--- config.mk ---
export PLATFORM = sky130hd
export DESIGN_NAME = tcm_timer
export DESIGN_NICKNAME = d
export VERILOG_FILES = /design/src/logic/tcm_prescaler.v /design/src/logic/tcm_timer.v
export VERILOG_INCLUDE_DIRS = /design/src /design/src/logic
export SDC_FILE = /design/constraint.sdc
export NUM_CORES = 1
export LEC_CHECK = 0
export BUFFER_PORTS_ARGS = -buffer_cell sky130_fd_sc_hd__clkbuf_2
export CORE_AREA = 2 2 103 105
export DETAILED_ROUTE_END_ITERATION = 10
export DIE_AREA = 0 0 105 107
export GPL_TIMING_DRIVEN = 0
export HOLD_SLACK_MARGIN = 0.15
export SYNTH_ARGS = -nofsm -noshare
export SYNTH_HDL_FRONTEND = slang
export SYNTH_SLANG_ARGS = --single-unit
--- constraint.sdc ---
create_clock -name clock_i -period 2.2 [get_ports clock_i]
set_clock_uncertainty 0.05 [all_clocks]
set_input_delay 0.33 -clock clock_i [delete_from_list [all_inputs] [get_ports clock_i]]
set_output_delay 0.33 -clock clock_i [all_outputs]
set_load 0.02 [all_outputs]
--- src/logic/tcm_consts.vh ---
// Register offsets, field positions and reset values of the timer block.
`ifndef TCM_CONSTS_VH
`define TCM_CONSTS_VH
`define TCM_ADDR_GTC 8'h2C
`define TCM_ADDR_CNT 8'h2F
`define TCM_ADDR_CTL 8'h30
`define TCM_ADDR_IFR 8'h38
`define TCM_ADDR_IMSK 8'h39
`define TCM_ADDR_CMPA 8'h2E
`define TCM_ADDR_TOP 8'h2D
`define TCM_ADDR_GIE 8'h3F
`define TCM_ADDR_ACK 8'h3E
`define TCM_CTL_CLR 7
`define TCM_CTL_PWM 6
`define TCM_CTL_COM_HI 5
`define TCM_CTL_COM_LO 4
`define TCM_GTC_FORCE 2
`define TCM_GTC_PSR 1
`define TCM_FLG_CMPA 6
`define TCM_FLG_OVF 2
`define TCM_GIE_BIT 7
`define TCM_RST_BYTE 8'h00
`define TCM_RST_TOP 8'hFF
`define TCM_PCK_DIV 2'd2
`endif

--- src/logic/tcm_prescaler.v ---
// Prescaler producing one-cycle count ticks from the clock select code.
`timescale 1ns/100ps
`default_nettype none
`include "tcm_consts.vh"
module tcm_prescaler (
  // Clock and reset
  input wire clock_i,
  input wire srst_i,
  // Control
  input wire [3:0] clock_select_i,
  input wire prescaler_reset_i,
  // Tick
  output reg tick_o
);
  // The fast peripheral clock is modelled as a fixed enable stream at half the system rate, divided down further.
  reg [9:0] div_r;
  reg [1:0] pck_r;
  reg pck_tick;
  reg [9:0] mask;
  always @* begin
    pck_tick = (pck_r == 2'd0);
    mask = 10'h000;
    if (clock_select_i >= 4'h5) begin
      mask = (10'h001 << (clock_select_i - 4'h5)) - 10'h001;
    end else if (clock_select_i >= 4'h2) begin
      mask = (10'h001 << (clock_select_i - 4'h1)) - 10'h001;
    end
  end
  always @(posedge clock_i) begin
    if (srst_i || prescaler_reset_i) begin
      div_r <= 10'h000;
      pck_r <= 2'd0;
      tick_o <= 1'b0;
    end else begin
      pck_r <= (pck_r == `TCM_PCK_DIV - 2'd1) ? 2'd0 : pck_r + 2'd1;
      if (clock_select_i == 4'h0) begin
        tick_o <= 1'b0;
      end else if (clock_select_i <= 4'h4) begin
        if (pck_tick) begin
          div_r <= div_r + 10'h001;
        end
        tick_o <= pck_tick && ((div_r & mask) == 10'h000);
      end else begin
        div_r <= div_r + 10'h001;
        tick_o <= ((div_r & mask) == 10'h000);
      end
    end
  end
endmodule
`default_nettype wire

--- src/logic/tcm_timer.v ---
// Timer/counter with compare A, top compare, PWM and flags behind a register port.
//
// Summary of operation
// - Clear-on-match returns counter to zero after match only at clock select 5, where a tick comes every cycle.
// - PWM mode restarts counter after top match.
// - Mode bits pick pin toggle, clear, set.
// - Clock select stops or divides clock.
// - Force applies pin action, sets no flag.
// - Force uses mode written same cycle; force and mode are at separate addresses, so force uses the stored mode.
// - Force reads zero, ignored in PWM.
// - Prescaler reset leaves counter, self-clears.
// - Counter write lands one cycle later.
// - Compare A matches only when counting.
// - Top matches only when counting.
// - Clear-on-match also clears at top.
// - Compare A match sets flag after delay.
// - Compare A interrupt needs both enables.
// - Overflow sets flag, interrupts when enabled.
// - Compare A flag cleared by ack or one.
// - PWM pin low/high at match and zero.
// - PWM compare A buffered until top.
// - PWM overflow flag set at top restart.
// - Overflow flag cleared by ack or one.
//
// Added by the designer: the address-and-strobe port.
`timescale 1ns/100ps
`default_nettype none
`include "tcm_consts.vh"
module tcm_timer (
  // Clock and reset
  input wire clock_i,
  input wire srst_i,
  // Register port
  input wire [7:0] addr_i,
  input wire [7:0] wdata_i,
  input wire wr_i,
  input wire rd_i,
  output reg [7:0] rdata_o,
  // Pin and interrupt requests
  output reg compare_a_pin_o,
  output reg compare_a_pin_oe_o,
  output reg irq_compare_a_o,
  output reg irq_overflow_o
);
  reg [7:0] ctl_r;
  reg [7:0] cnt_r;
  reg [7:0] cmpa_r;
  reg [7:0] cmpa_hold_r;
  reg [7:0] top_r;
  reg cmpa_ie_r;
  reg ovf_ie_r;
  reg gie_r;
  reg cmpa_flag_r;
  reg ovf_flag_r;
  reg cnt_wr_r;
  reg [7:0] cnt_wdata_r;
  reg cmpa_ev_r;
  reg ovf_ev_r;
  reg clr_cmpa_r;
  reg clr_ovf_r;
  reg pin_r;
  wire tick;
  wire psr_pulse;
  wire wr_gtc;
  wire wr_ctl;
  wire wr_ifr;
  wire wr_ack;
  reg [7:0] cnt_nxt;
  reg pin_nxt;
  reg [7:0] rd_nxt;
  reg [1:0] mode;
  reg pwm;
  reg match_a;
  reg match_top;
  reg wrap;

  function hit;
    input [7:0] a;
    input [7:0] b;
    begin
      hit = (a == b);
    end
  endfunction

  function [7:0] regsel;
    input [7:0] a;
    input [7:0] b;
    begin
      regsel = wr_i && (addr_i == a) ? 8'hFF : 8'h00;
      regsel = regsel & b;
    end
  endfunction

  assign wr_gtc = wr_i && (addr_i == `TCM_ADDR_GTC);
  assign wr_ctl = wr_i && (addr_i == `TCM_ADDR_CTL);
  assign wr_ifr = wr_i && (addr_i == `TCM_ADDR_IFR);
  assign wr_ack = wr_i && (addr_i == `TCM_ADDR_ACK);
  assign psr_pulse = wr_gtc && wdata_i[`TCM_GTC_PSR];

  tcm_prescaler u_pre (
    .clock_i(clock_i),
    .srst_i(srst_i),
    .clock_select_i(ctl_r[3:0]),
    .prescaler_reset_i(psr_pulse),
    .tick_o(tick)
  );

  // Counting logic; a pending software write suppresses matches for that cycle.
  always @* begin
    pwm = ctl_r[`TCM_CTL_PWM];
    mode = wr_ctl ? wdata_i[`TCM_CTL_COM_HI:`TCM_CTL_COM_LO] : ctl_r[`TCM_CTL_COM_HI:`TCM_CTL_COM_LO];
    match_a = tick && !cnt_wr_r && hit(cnt_r + 8'h01, cmpa_r);
    match_top = tick && !cnt_wr_r && hit(cnt_r, top_r) && (pwm || ctl_r[`TCM_CTL_CLR]);
    wrap = 1'b0;
    cnt_nxt = cnt_r;
    if (cnt_wr_r) begin
      cnt_nxt = cnt_wdata_r;
    end else if (tick) begin
      if (match_top) begin
        cnt_nxt = 8'h00;
        wrap = pwm;
      end else if (ctl_r[`TCM_CTL_CLR] && !pwm && hit(cnt_r, cmpa_r) && cmpa_ev_r) begin
        cnt_nxt = 8'h00;
      end else begin
        cnt_nxt = cnt_r + 8'h01;
        wrap = (cnt_r == 8'hFF);
      end
    end
    pin_nxt = pin_r;
    if (pwm) begin
      if (mode[1] && match_a) begin
        pin_nxt = ~mode[0];
      end else if (mode[1] && tick && cnt_nxt == 8'h00 && !cnt_wr_r) begin
        pin_nxt = mode[0];
      end
    end else if (match_a || (wr_gtc && wdata_i[`TCM_GTC_FORCE])) begin
      case (mode)
        2'b01: pin_nxt = ~pin_r;
        2'b10: pin_nxt = 1'b0;
        2'b11: pin_nxt = 1'b1;
        default: pin_nxt = pin_r;
      endcase
    end
  end

  // Read mux; reserved bits and self-clearing bits return zero.
  always @* begin
    case (addr_i)
      `TCM_ADDR_GTC: rd_nxt = 8'h00;
      `TCM_ADDR_CNT: rd_nxt = cnt_r;
      `TCM_ADDR_CTL: rd_nxt = ctl_r;
      `TCM_ADDR_IFR: rd_nxt = {1'b0, cmpa_flag_r, 3'b000, ovf_flag_r, 2'b00};
      `TCM_ADDR_IMSK: rd_nxt = {1'b0, cmpa_ie_r, 3'b000, ovf_ie_r, 2'b00};
      `TCM_ADDR_CMPA: rd_nxt = cmpa_hold_r;
      `TCM_ADDR_TOP: rd_nxt = top_r;
      `TCM_ADDR_GIE: rd_nxt = {gie_r, 7'h00};
      default: rd_nxt = 8'h00;
    endcase
  end

  always @(posedge clock_i) begin
    if (srst_i) begin
      ctl_r <= `TCM_RST_BYTE;
      cnt_r <= `TCM_RST_BYTE;
      cmpa_r <= `TCM_RST_BYTE;
      cmpa_hold_r <= `TCM_RST_BYTE;
      top_r <= `TCM_RST_TOP;
      cmpa_ie_r <= 1'b0;
      ovf_ie_r <= 1'b0;
      gie_r <= 1'b0;
      cmpa_flag_r <= 1'b0;
      ovf_flag_r <= 1'b0;
      cnt_wr_r <= 1'b0;
      cnt_wdata_r <= `TCM_RST_BYTE;
      cmpa_ev_r <= 1'b0;
      ovf_ev_r <= 1'b0;
      clr_cmpa_r <= 1'b0;
      clr_ovf_r <= 1'b0;
      pin_r <= 1'b0;
      rdata_o <= 8'h00;
      compare_a_pin_o <= 1'b0;
      compare_a_pin_oe_o <= 1'b0;
      irq_compare_a_o <= 1'b0;
      irq_overflow_o <= 1'b0;
    end else begin
      rdata_o <= rd_i ? rd_nxt : 8'h00;
      if (wr_ctl) begin
        ctl_r <= wdata_i;
      end
      if (wr_i && addr_i == `TCM_ADDR_IMSK) begin
        cmpa_ie_r <= wdata_i[`TCM_FLG_CMPA];
        ovf_ie_r <= wdata_i[`TCM_FLG_OVF];
      end
      if (wr_i && addr_i == `TCM_ADDR_GIE) begin
        gie_r <= wdata_i[`TCM_GIE_BIT];
      end
      if (wr_i && addr_i == `TCM_ADDR_TOP) begin
        top_r <= wdata_i;
      end
      cnt_wr_r <= wr_i && addr_i == `TCM_ADDR_CNT;
      if (wr_i && addr_i == `TCM_ADDR_CNT) begin
        cnt_wdata_r <= wdata_i;
      end
      cnt_r <= cnt_nxt;
      // Outside PWM the active compare value follows writes; in PWM it waits for top.
      if (wr_i && addr_i == `TCM_ADDR_CMPA) begin
        cmpa_hold_r <= wdata_i;
        if (!ctl_r[`TCM_CTL_PWM]) begin
          cmpa_r <= wdata_i;
        end
      end else if (ctl_r[`TCM_CTL_PWM] && match_top) begin
        cmpa_r <= cmpa_hold_r;
      end
      // One sync stage between the event and the visible flag.
      cmpa_ev_r <= match_a;
      ovf_ev_r <= wrap;
      clr_cmpa_r <= (wr_ifr && wdata_i[`TCM_FLG_CMPA]) || (wr_ack && wdata_i[`TCM_FLG_CMPA]);
      clr_ovf_r <= (wr_ifr && wdata_i[`TCM_FLG_OVF]) || (wr_ack && wdata_i[`TCM_FLG_OVF]);
      // A new event wins over a clear landing in the same cycle.
      if (cmpa_ev_r) begin
        cmpa_flag_r <= 1'b1;
      end else if (clr_cmpa_r) begin
        cmpa_flag_r <= 1'b0;
      end
      if (ovf_ev_r) begin
        ovf_flag_r <= 1'b1;
      end else if (clr_ovf_r) begin
        ovf_flag_r <= 1'b0;
      end
      pin_r <= pin_nxt;
      compare_a_pin_o <= pin_nxt;
      compare_a_pin_oe_o <= (wr_ctl ? wdata_i[`TCM_CTL_COM_HI] | (wdata_i[`TCM_CTL_COM_LO] & ~wdata_i[`TCM_CTL_PWM])
        : (mode[1] | (mode[0] & ~pwm)));
      irq_compare_a_o <= gie_r && cmpa_ie_r && (cmpa_flag_r || cmpa_ev_r) && !clr_cmpa_r;
      irq_overflow_o <= gie_r && ovf_ie_r && (ovf_flag_r || ovf_ev_r) && !clr_ovf_r;
    end
  end
endmodule
`default_nettype wire

==> results.json, run 1 <==
{
  "worstPathArrival_ns": 2.66,
  "peakVddDrop_v": 0.000265,
  "hold_depth": 3,
  "grt_pass1_vias": 4028,
  "end_kind": "flop",
  "tns_ns": -0.268,
  "violations": "negative setup slack",
  "setup_viol": 1,
  "drtAntennaViolNets": 0,
  "power_density_mw_per_mm2": 523,
  "synthFlopType": "dfxtp_1",
  "drc": 0,
  "path_class": "reg2reg",
  "ctsHoldBuffers": 0,
  "finalHoldViolCount": 0,
  "num_vias": 4252,
  "syn-num-nets": 555,
  "cp.buffers_inverters": 2,
  "synth_cell_types": 64,
  "worstPathCellList": "buf_8 -> xor2_2 -> nor4_1 -> nand3_2 -> a311oi_2 -> o211ai_1 -> o41ai_2 -> buf_4 -> a211oi_2",
  "diodes": 0,
  "leakage_nw": 2.05,
  "synth.cell_area_mm2": 0.00452,
  "fillers": 975,
  "fin_crit_ns": 2.47,
  "rr_endpoint": "pin_r",
  "area_growth_syn_to_layout_pct": 25.9,
  "overflow": 0,
  "synthTopCellsByArea": "dfxtp_1 37%, mux2i_1 6.4%, nor2_1 4.8%",
  "setup_ws_ns": -0.268,
  "slew_headroom_pct": 54.5,
  "clk_path_buf_depth": 2,
  "startpoint_type": "flop",
  "yosysTopAreaCell": "dfxtp_1",
  "yosys_warnings": 0,
  "cp_slowest_stage_delay_ns": 0.44,
  "worstMarginPinSlew_ns": 0.680,
  "place_hpwl_um": 9220,
  "num_rows": 37,
  "grt_max_degree": 15,
  "via_per_inst": 5.79,
  "grt_pass1_wl_um": 21200,
  "clkSlewWorstSetupHoldPaths_ns": 0.09,
  "gp_congestion": 0.889,
  "synth.most_common_cell": "dfxtp_1",
  "wl_per_cell_um": 18.6,
  "die_h_um": 107,
  "synth_edf_count": 0,
  "slowest_stage": "o41ai_2",
  "ys_seq_area_share_pct": 36.7,
  "io_buffers": 29,
  "die_w_um": 105,
  "finalCritPeriodShare_pct": 112,
  "drt_iter0_drc": 299,
  "routed_wirelength_um": 13600,
  "ys_ff_latch": 83,
  "start_util_pct": 44.8,
  "worstHoldPathType": "in2reg",
  "ys_top_cells_by_count": "83 x dfxtp_1, 58 x nor2_1, 40 x nand2_1, 32 x nor2b_1, 29 x mux2i_1",
  "grt_antenna_before_repair": 0,
  "synthArstFlopShare_pct": 0,
  "min-delay-start": "wdata_i[7]",
  "whs_endpoint": "gie_r",
  "slew_violations": 0,
  "rr_worst_depth": 9,
  "cts_buffers": 9,
  "core_mm2": 0.0101,
  "path_max_fanout": 4,
  "crit_family": "compound AO/OA/AOI/OAI gates",
  "regToRegSetupSlack_ns": -0.27,
  "ctsHtreeMaxLevel": 3,
  "ioPinCount": 32,
  "synth_top_area_share_pct": 36.7,
  "clk_latency_ns": 0.38,
  "fin_nets": 620,
  "netlist_instances": 529,
  "rsz0062_at_grt": "yes",
  "syn_avg_cell_area_um2": 8.55,
  "die-area_mm2": 0.0112,
  "outcome": "finished, violations left",
  "drive_above_1_share_pct": 27.9,
  "cap_viol_max_count": 0,
  "reg2reg_from": "cnt_r[2]",
  "fmax_ghz": 0.405,
  "grt_use_total_pct": 24.4,
  "cts.sinks": 83,
  "timing.hold.ws_ns": 0.198,
  "cts_tree": "yes",
  "cp.required_ns": 2.39,
  "dr.pass1.iters": 6,
  "root_buffer": "clkbuf_8"
}
[how the worst max path moves through the flow]
stage,start,end,slack [ns],cells after the start
after global placement,addr_i[7],cmpa_r[5],-0.57,8
after CTS,cnt_r[2],pin_r,-0.22,9
after global routing,cnt_r[2],pin_r,-0.36,9
final,cnt_r[2],pin_r,-0.27,9
after detailed placement,addr_i[7],cmpa_r[5],-0.55,8
after floorplan,cnt_r[0],pin_r,-0.03,9
[stage by stage]
step	setup slack, ns	util (%)	power [mW]	cells	cell area (um2)
after detailed placement	-0.552	48.2	1.72	694	4870
final	-0.268	56.4	2.98	735	5690
after floorplan	-0.0308	-	1.65	529	4550
after global placement	-0.567	48.2	1.71	694	4870
after global routing	-0.359	56.4	3.06	735	5690
after CTS	-0.225	53.9	2.96	723	5440
[routing by layer]
layer	part of all wire (%)	track usage, %	vias to the layer above
li1	-	-	2024
met1	44	31.2	2049
met2	48	40.4	153
met3	6.1	5.17	26
met4	2.3	9.43	0
met5	0	0	-
[registers in the layout (all words and copies together), names as in the netlist, 2 cells and up]
register	flops
u_pre.pck_r	2
cmpa_r	8
top_r	8
u_pre.div_r	10
cnt_wdata_r	8
cmpa_hold_r	8
rdata_o	8
cnt_r	8
ctl_r	8
[repair_timing]
| item | in CTS | in global routing |
|---|---|---|
| setup buffers | 14 | 12 |
| setup endpoints to repair | 24 | 27 |
| pin swaps | 14 | 16 |
| gates resized for setup | 60 | 36 |
| endpoints found under the hold margin | 0 | 0 |
[cells by family (layout without fill, tap and decap cells)]
| kind of cell | Yosys count | count (layout) | share of synthesized area [%] |
|---|---|---|---|
| AOI/OAI and AO/OA | 106 | 106 | 17.0 |
| xor gates and xnor gates | 28 | 28 | 5.42 |
| adders and majority gates | 8 | 8 | 2.10 |
| buffers and inverters | 47 | 117 | 4.29 |
| DFF | 83 | 83 | 36.7 |
| muxes | 38 | 38 | 8.66 |
| and+or+nand+nor | 219 | 219 | 25.8 |
[area by class of cell]
| class | instances | area (um2) | share of cell area [%] |
|---|---|---|---|
| Clock buffer | 10 | 138 | 2.42 |
| Buffer | 31 | 206 | 3.63 |
| Clock inverter | 6 | 88.8 | 1.56 |
| Multi-Input combinational cell | 399 | 2990 | 52.6 |
| Inverter | 15 | 60.1 | 1.05 |
| Sequential cell | 83 | 1680 | 29.5 |
| Tap cell | 136 | 170 | 2.99 |
| Timing Repair Buffer | 55 | 357 | 6.26 |
[worst reg2reg max path, delay by kind of cell (launching register included)]
kind	cells	cell delay, ns
AOI/OAI and AO/OA	4	0.96
xor gates and xnor gates	1	0.15
buffers and inverters	2	0.31
DFF	1	0.33
and+or+nand+nor	2	0.54
[cells in the final DEF, fill, tap and decap left out, drive strengths merged, types with 12 or more instances in the layout]
cell	count
xor2	20
inv	14
o21ai	20
mux2i	29
buf	42
nor2	58
nor3	12
nor2b	32
nand2	41
dfxtp	83
clkbuf	54
a21oi	27
[report_power, final]
part,leakage (nW),internal (mW),switching (mW)
Sequential,0.675,1.51,0.00568
Combinational,1.27,0.0726,0.122
Clock,0.108,0.670,0.598
Power figures use the tool's default switching activity.
==> run 2, diff against run 1 <==
Settings changed: CELL_PAD_IN_SITES_DETAIL_PLACEMENT set to 1, CELL_PAD_IN_SITES_GLOBAL_PLACEMENT set to 2, CORE_AREA 2 2 103 105 to 2 2 119 121, DIE_AREA 0 0 105 107 to 0 0 121 123, PLACE_DENSITY set to 0.85.
==> run 2 against run 1 <==
The run still ends with negative setup slack left. Register-to-register slack worse by 0.03 ns. Setup slack worse by 0.026 ns. Core utilization down 13 points. Critical path depth rose by 2. Clock power increased by 16%. Total power is 6.9% higher. Die area rose by 32%. Hold slack better by 0.017 ns. Largest cell class unchanged. Largest power group unchanged. Highest routed layer unchanged.
==> results.json, run 2 (synthesized netlist as in run 1, its figures left out) <==
{
  "grt_use_total_pct": 21.4,
  "worstMarginPinSlew_ns": 0.822,
  "clk_latency_ns": 0.35,
  "fillers": 1590,
  "fmax_ghz": 0.401,
  "crit_family": "compound AO/OA/AOI/OAI gates",
  "cp_slowest_stage_delay_ns": 0.39,
  "start_util_pct": 33.2,
  "mostFrequentLayoutCell": "dfxtp_1",
  "finalHoldViolCount": 0,
  "ioPinCount": 32,
  "diodes": 0,
  "path_max_fanout": 9,
  "outcome": "finished, violations left",
  "place_hpwl_um": 10700,
  "clkSlewWorstSetupHoldPaths_ns": 0.07,
  "ctsHoldBuffers": 0,
  "core_mm2": 0.0136,
  "total_power_mw": 3.18,
  "drtAntennaViolNets": 0,
  "cp.required_ns": 2.43,
  "layout_common_cells": "72 x dfxtp_1, 55 x nor2_1, 35 x nand2_1, 35 x buf_4, 30 x clkbuf_2",
  "rsz0062_at_grt": "yes",
  "num_rows": 43,
  "worstPathCellList": "ha_1 -> clkbuf_8 -> and3_1 -> and3_1 -> o211ai_1 -> a211oi_2 -> o221ai_2 -> o41ai_2 -> buf_4 -> buf_6 -> a211oi_2",
  "setup_viol": 2,
  "via_per_inst": 5.51,
  "grt_pass1_wl_um": 24300,
  "grt_antenna_before_repair": 0,
  "worstPathArrival_ns": 2.72,
  "wl_per_cell_um": 19.7,
  "cts_tree": "yes",
  "post-place-ws_ns": -0.619,
  "cts_buffers": 9,
  "path_class": "reg2reg",
  "slowest_stage": "o211ai_1",
  "gp_congestion": 0.864,
  "cp.buffers_inverters": 3,
  "die-area_mm2": 0.0149,
  "leakage_nw": 2.15,
  "io_buffers": 29,
  "drc": 0,
  "num_vias": 4340,
  "largest_reg_flops": 10,
  "regToRegSetupSlack_ns": -0.29,
  "root_buffer": "clkbuf_16",
  "regMostFlops": "u_pre.div_r",
  "setup_ws_ns": -0.294,
  "timing.hold.ws_ns": 0.215,
  "drive_above_1_share_pct": 29.9,
  "routed_wirelength_um": 15500,
  "fin_crit_ns": 2.49,
  "peakVddDrop_v": 0.000340,
  "die_h_um": 123,
  "power_density_mw_per_mm2": 536,
  "slew_headroom_pct": 45.2,
  "dr.pass1.iters": 4,
  "area_growth_syn_to_layout_pct": 31.1,
  "startpoint_type": "flop",
  "grt_pass1_vias": 4453,
  "overflow": 0,
  "tns_ns": -0.378,
  "worstHoldPathType": "in2reg",
  "cap_viol_max_count": 0,
  "finalCritPeriodShare_pct": 113,
  "slew_violations": 0,
  "ctsHtreeMaxLevel": 3,
  "cts.sinks": 83,
  "end_kind": "flop",
  "drt_iter0_drc": 306,
  "violations": "negative setup slack",
  "grt_max_degree": 16,
  "die_w_um": 121,
  "fin_nets": 629,
  "clk_path_buf_depth": 2
}
run 2: changes by cell type in the layout (fill, tap and decap cells not counted), moves of 3 or more:
| cell | before | now |
|---|---|---|
| o21ai_1 | 1 | 4 |
| clkbuf_8 | 10 | 4 |
| dfxtp_4 | 3 | 6 |
| buf_4 | 27 | 35 |
| o21ai_0 | 17 | 14 |
| buf_6 | 6 | 3 |
| clkbuf_16 | 0 | 9 |
run 2: path summary, 6_finish.rpt:
check              endpoint  depth (start not counted)  startpoint
max                   pin_r                         11    cnt_r[1]
min                top_r[0]                          2  wdata_i[0]
max reg2reg           pin_r                         11    cnt_r[1]
min reg2reg  irq_overflow_o                          1   clr_ovf_r
run 2: routing by layer:
layer / share of wire (%) / GRT usage, % / up-vias / routed length [um]
li1: - / - / 2043 / -
met1: 46 / 27.5 / 2192 / 7070
met2: 49 / 36.2 / 83 / 7570
met3: 3.7 / 3.69 / 22 / 567
met4: 2.1 / 7.34 / 0 / 324
met5: 0 / 0 / - / 0
run 2: per-stage QoR:
stage / cells / util [%] / instance area, um2
finish: 788 / 43.6 / 5930
global placement: 738 / 36.2 / 4920
detailed placement: 738 / 36.2 / 4920
CTS: 767 / 40.8 / 5550
global route: 788 / 43.6 / 5930
floorplan: 529 / - / 4550
run 2: layout make-up:
cell class	count	area [um2]	area share, %
clock inverters	7	52.6	0.886
well taps	180	225	3.80
flip-flops and latches	83	1690	28.5
clock buffers	9	225	3.80
inverters	15	60.1	1.01
multi-input cells	399	3000	50.6
plain buffers	30	244	4.11
repair buffers	65	432	7.28
run 2: power by group:
part	internal, mW	switching [mW]	leakage (nW)
combinational	0.0703	0.122	1.35
clock	0.771	0.699	0.124
sequential	1.51	0.0115	0.677
total	2.35	0.833	2.15
run 2: repair_timing:
action                     CTS  global route
gates resized for setup     68            44
setup endpoints to repair   34            29
pin swaps                   16            23
buffers inserted            14            22
==> run 3, diff against run 2 <==
Settings changed: CORE_AREA 2 2 119 121 to 2 2 114 116, DIE_AREA 0 0 121 123 to 0 0 116 118, PLACE_DENSITY 0.85 to 0.88.
Clock period 2.2 ns to 2.3 ns, I/O delays scaled along.
==> run 3 against run 2 <==
The run still ends with negative setup slack left. Setup slack better by 0.023 ns. Non-clock buffer count fell by 4. Sequential share of layout area up 0.34 points. Cell area down 1.8%. Flip-flop and latch count did not move. Global-route usage increased by 1.1 points. Register-to-register slack better by 0.02 ns. Via count rose by 1.0%. Sequential power down 5%. Combinational power rose by 5%. Cell count fell by 1.5%. Critical path type unchanged. Highest routed layer unchanged.
==> results.json, run 3 (synthesized netlist as in run 1, its figures left out) <==
{
  "outcome": "finished, violations left",
  "violations": "negative setup slack",
  "pwr-share-seq_pct": 46.3,
  "regMostFlops": "u_pre.div_r",
  "ioPinCount": 32,
  "startpoint_type": "flop",
  "overflow": 0,
  "cp.buffers_inverters": 4,
  "path_max_fanout": 9,
  "worstMarginPinSlew_ns": 0.721,
  "slew_violations": 0,
  "slowest_stage": "dfxtp_4",
  "drive_above_1_share_pct": 26.5,
  "clk_path_buf_depth": 2,
  "fin_area_mm2": 0.00582,
  "die_h_um": 118,
  "setup_viol": 10,
  "fmax_ghz": 0.389,
  "num_vias": 4385,
  "peakVddDrop_v": 0.000298,
  "grt_max_degree": 16,
  "cts.sinks": 83,
  "core_mm2": 0.0124,
  "num_rows": 41,
  "grt_use_total_pct": 22.4,
  "path_class": "reg2reg",
  "p_int_mw": 2.37,
  "grt_pass1_vias": 4444,
  "diodes": 0,
  "crit_top_cell": "buf_4",
  "wl_per_cell_um": 19.8,
  "io_buffers": 29,
  "cts_buffers": 9,
  "largest_reg_flops": 10,
  "area_growth_syn_to_layout_pct": 28.7,
  "leakage_nw": 2.11,
  "place_area_mm2": 0.00489,
  "worstPathArrival_ns": 2.72,
  "fin_crit_ns": 2.57,
  "mostFrequentLayoutCell": "dfxtp_1",
  "cts_tree": "yes",
  "routed_wirelength_um": 15400,
  "cp.required_ns": 2.45,
  "ctsHtreeMaxLevel": 3,
  "end_kind": "flop",
  "rsz0062_at_grt": "yes",
  "via_per_inst": 5.65,
  "die_w_um": 116,
  "worstPathCellList": "ha_1 -> buf_4 -> and3_4 -> and3_1 -> o211ai_1 -> buf_4 -> a2111oi_4 -> o221ai_2 -> o41ai_2 -> buf_4 -> buf_4 -> a211oi_2",
  "cp_slowest_stage_delay_ns": 0.42,
  "cap_viol_max_count": 0,
  "place_hpwl_um": 10600,
  "rr_worst_depth": 12,
  "post-place-ws_ns": -0.710,
  "clkPwrFrac_pct": 47.3,
  "die-area_mm2": 0.0137,
  "switching_share_pct": 24.4,
  "p_comb_share_pct": 6.4,
  "hold_depth": 2,
  "drc": 0,
  "drt_iter0_drc": 252,
  "start_util_pct": 36.4,
  "grt_pass1_wl_um": 23700,
  "power_density_mw_per_mm2": 538,
  "fin_nets": 625,
  "layout_common_cells": "76 x dfxtp_1, 56 x nor2_1, 39 x nand2_1",
  "p_switching_mw": 0.765,
  "clkSlewWorstSetupHoldPaths_ns": 0.07,
  "clk_latency_ns": 0.35,
  "gp_congestion": 0.859,
  "worst-path-stages": 12,
  "slew_headroom_pct": 51.9,
  "root_buffer": "clkbuf_16",
  "finalHoldViolCount": 0,
  "crit_family": "compound AO/OA/AOI/OAI gates",
  "finalCritPeriodShare_pct": 112,
  "dr.pass1.iters": 5,
  "drtAntennaViolNets": 0,
  "setup_ws_ns": -0.271,
  "worstHoldPathType": "in2reg",
  "grt_antenna_before_repair": 0
}
## run 3: cell types whose count changed in the layout (fill, tap and decap cells not counted), sizes merged
cell | previous run | this run
clkinvlp | 5 | 2
clkinv | 1 | 3
buf | 49 | 47
bufinv | 0 | 1
clkbuf | 55 | 53
## run 3: layer usage
metal	vias up	global-route usage, %	routed length [um]	part of all wire (%)
met2	112	36.1	7420	48
met4	0	9.52	357	2.3
met5	-	0	0	0
li1	2040	-	-	-
met1	2207	29.7	6990	45
met3	26	3.30	620	4.0
## run 3: what timing repair did
item                                    CTS  global route
gates resized for setup                  49            49
endpoints found under the setup margin   31            25
buffers inserted                         11            19
hold buffers                              0             0
pin swaps                                16            18
## run 3: through the flow
stage	utilization [%]	hold slack [ns]	std cells	total power [mW]	TNS (ns)
after floorplan	-	0.349	529	1.57	0
after global placement	39.4	0.371	730	1.64	-17.38
after detailed placement	39.4	0.378	730	1.65	-18.79
after CTS	43.9	0.246	757	3.13	-0.211
after global routing	46.9	0.262	776	3.23	-2.98
final	46.9	0.250	776	3.13	-0.679
## run 3: final timing paths
kind | startpoint | endpoint | slack [ns]
worst max register to register | cnt_r[1] | pin_r | -0.27
worst min-delay path | wdata_i[7] | top_r[7] | 0.25
worst max-delay path | cnt_r[1] | pin_r | -0.27
worst min register to register | clr_cmpa_r | irq_compare_a_o | 0.39
## run 3: power by group through the flow
stage / sequential (mW) / clock (mW) / combinational [mW]
finish: 1.45 / 1.48 / 0.201
global route: 1.45 / 1.56 / 0.219
CTS: 1.45 / 1.50 / 0.178
detailed placement: 1.49 / 0 / 0.162
global placement: 1.48 / 0 / 0.156
floorplan: 1.48 / 0 / 0.0898
## run 3: final cells by class
type,instances,area (um2)
repair buffers,59,383
inverters,15,60.1
well taps,172,215
clock buffers,9,225
clock inverters,7,73.8
flip-flops and latches,83,1680
multi-input cells,399,2970
plain buffers,32,219
fillers,1433,6590
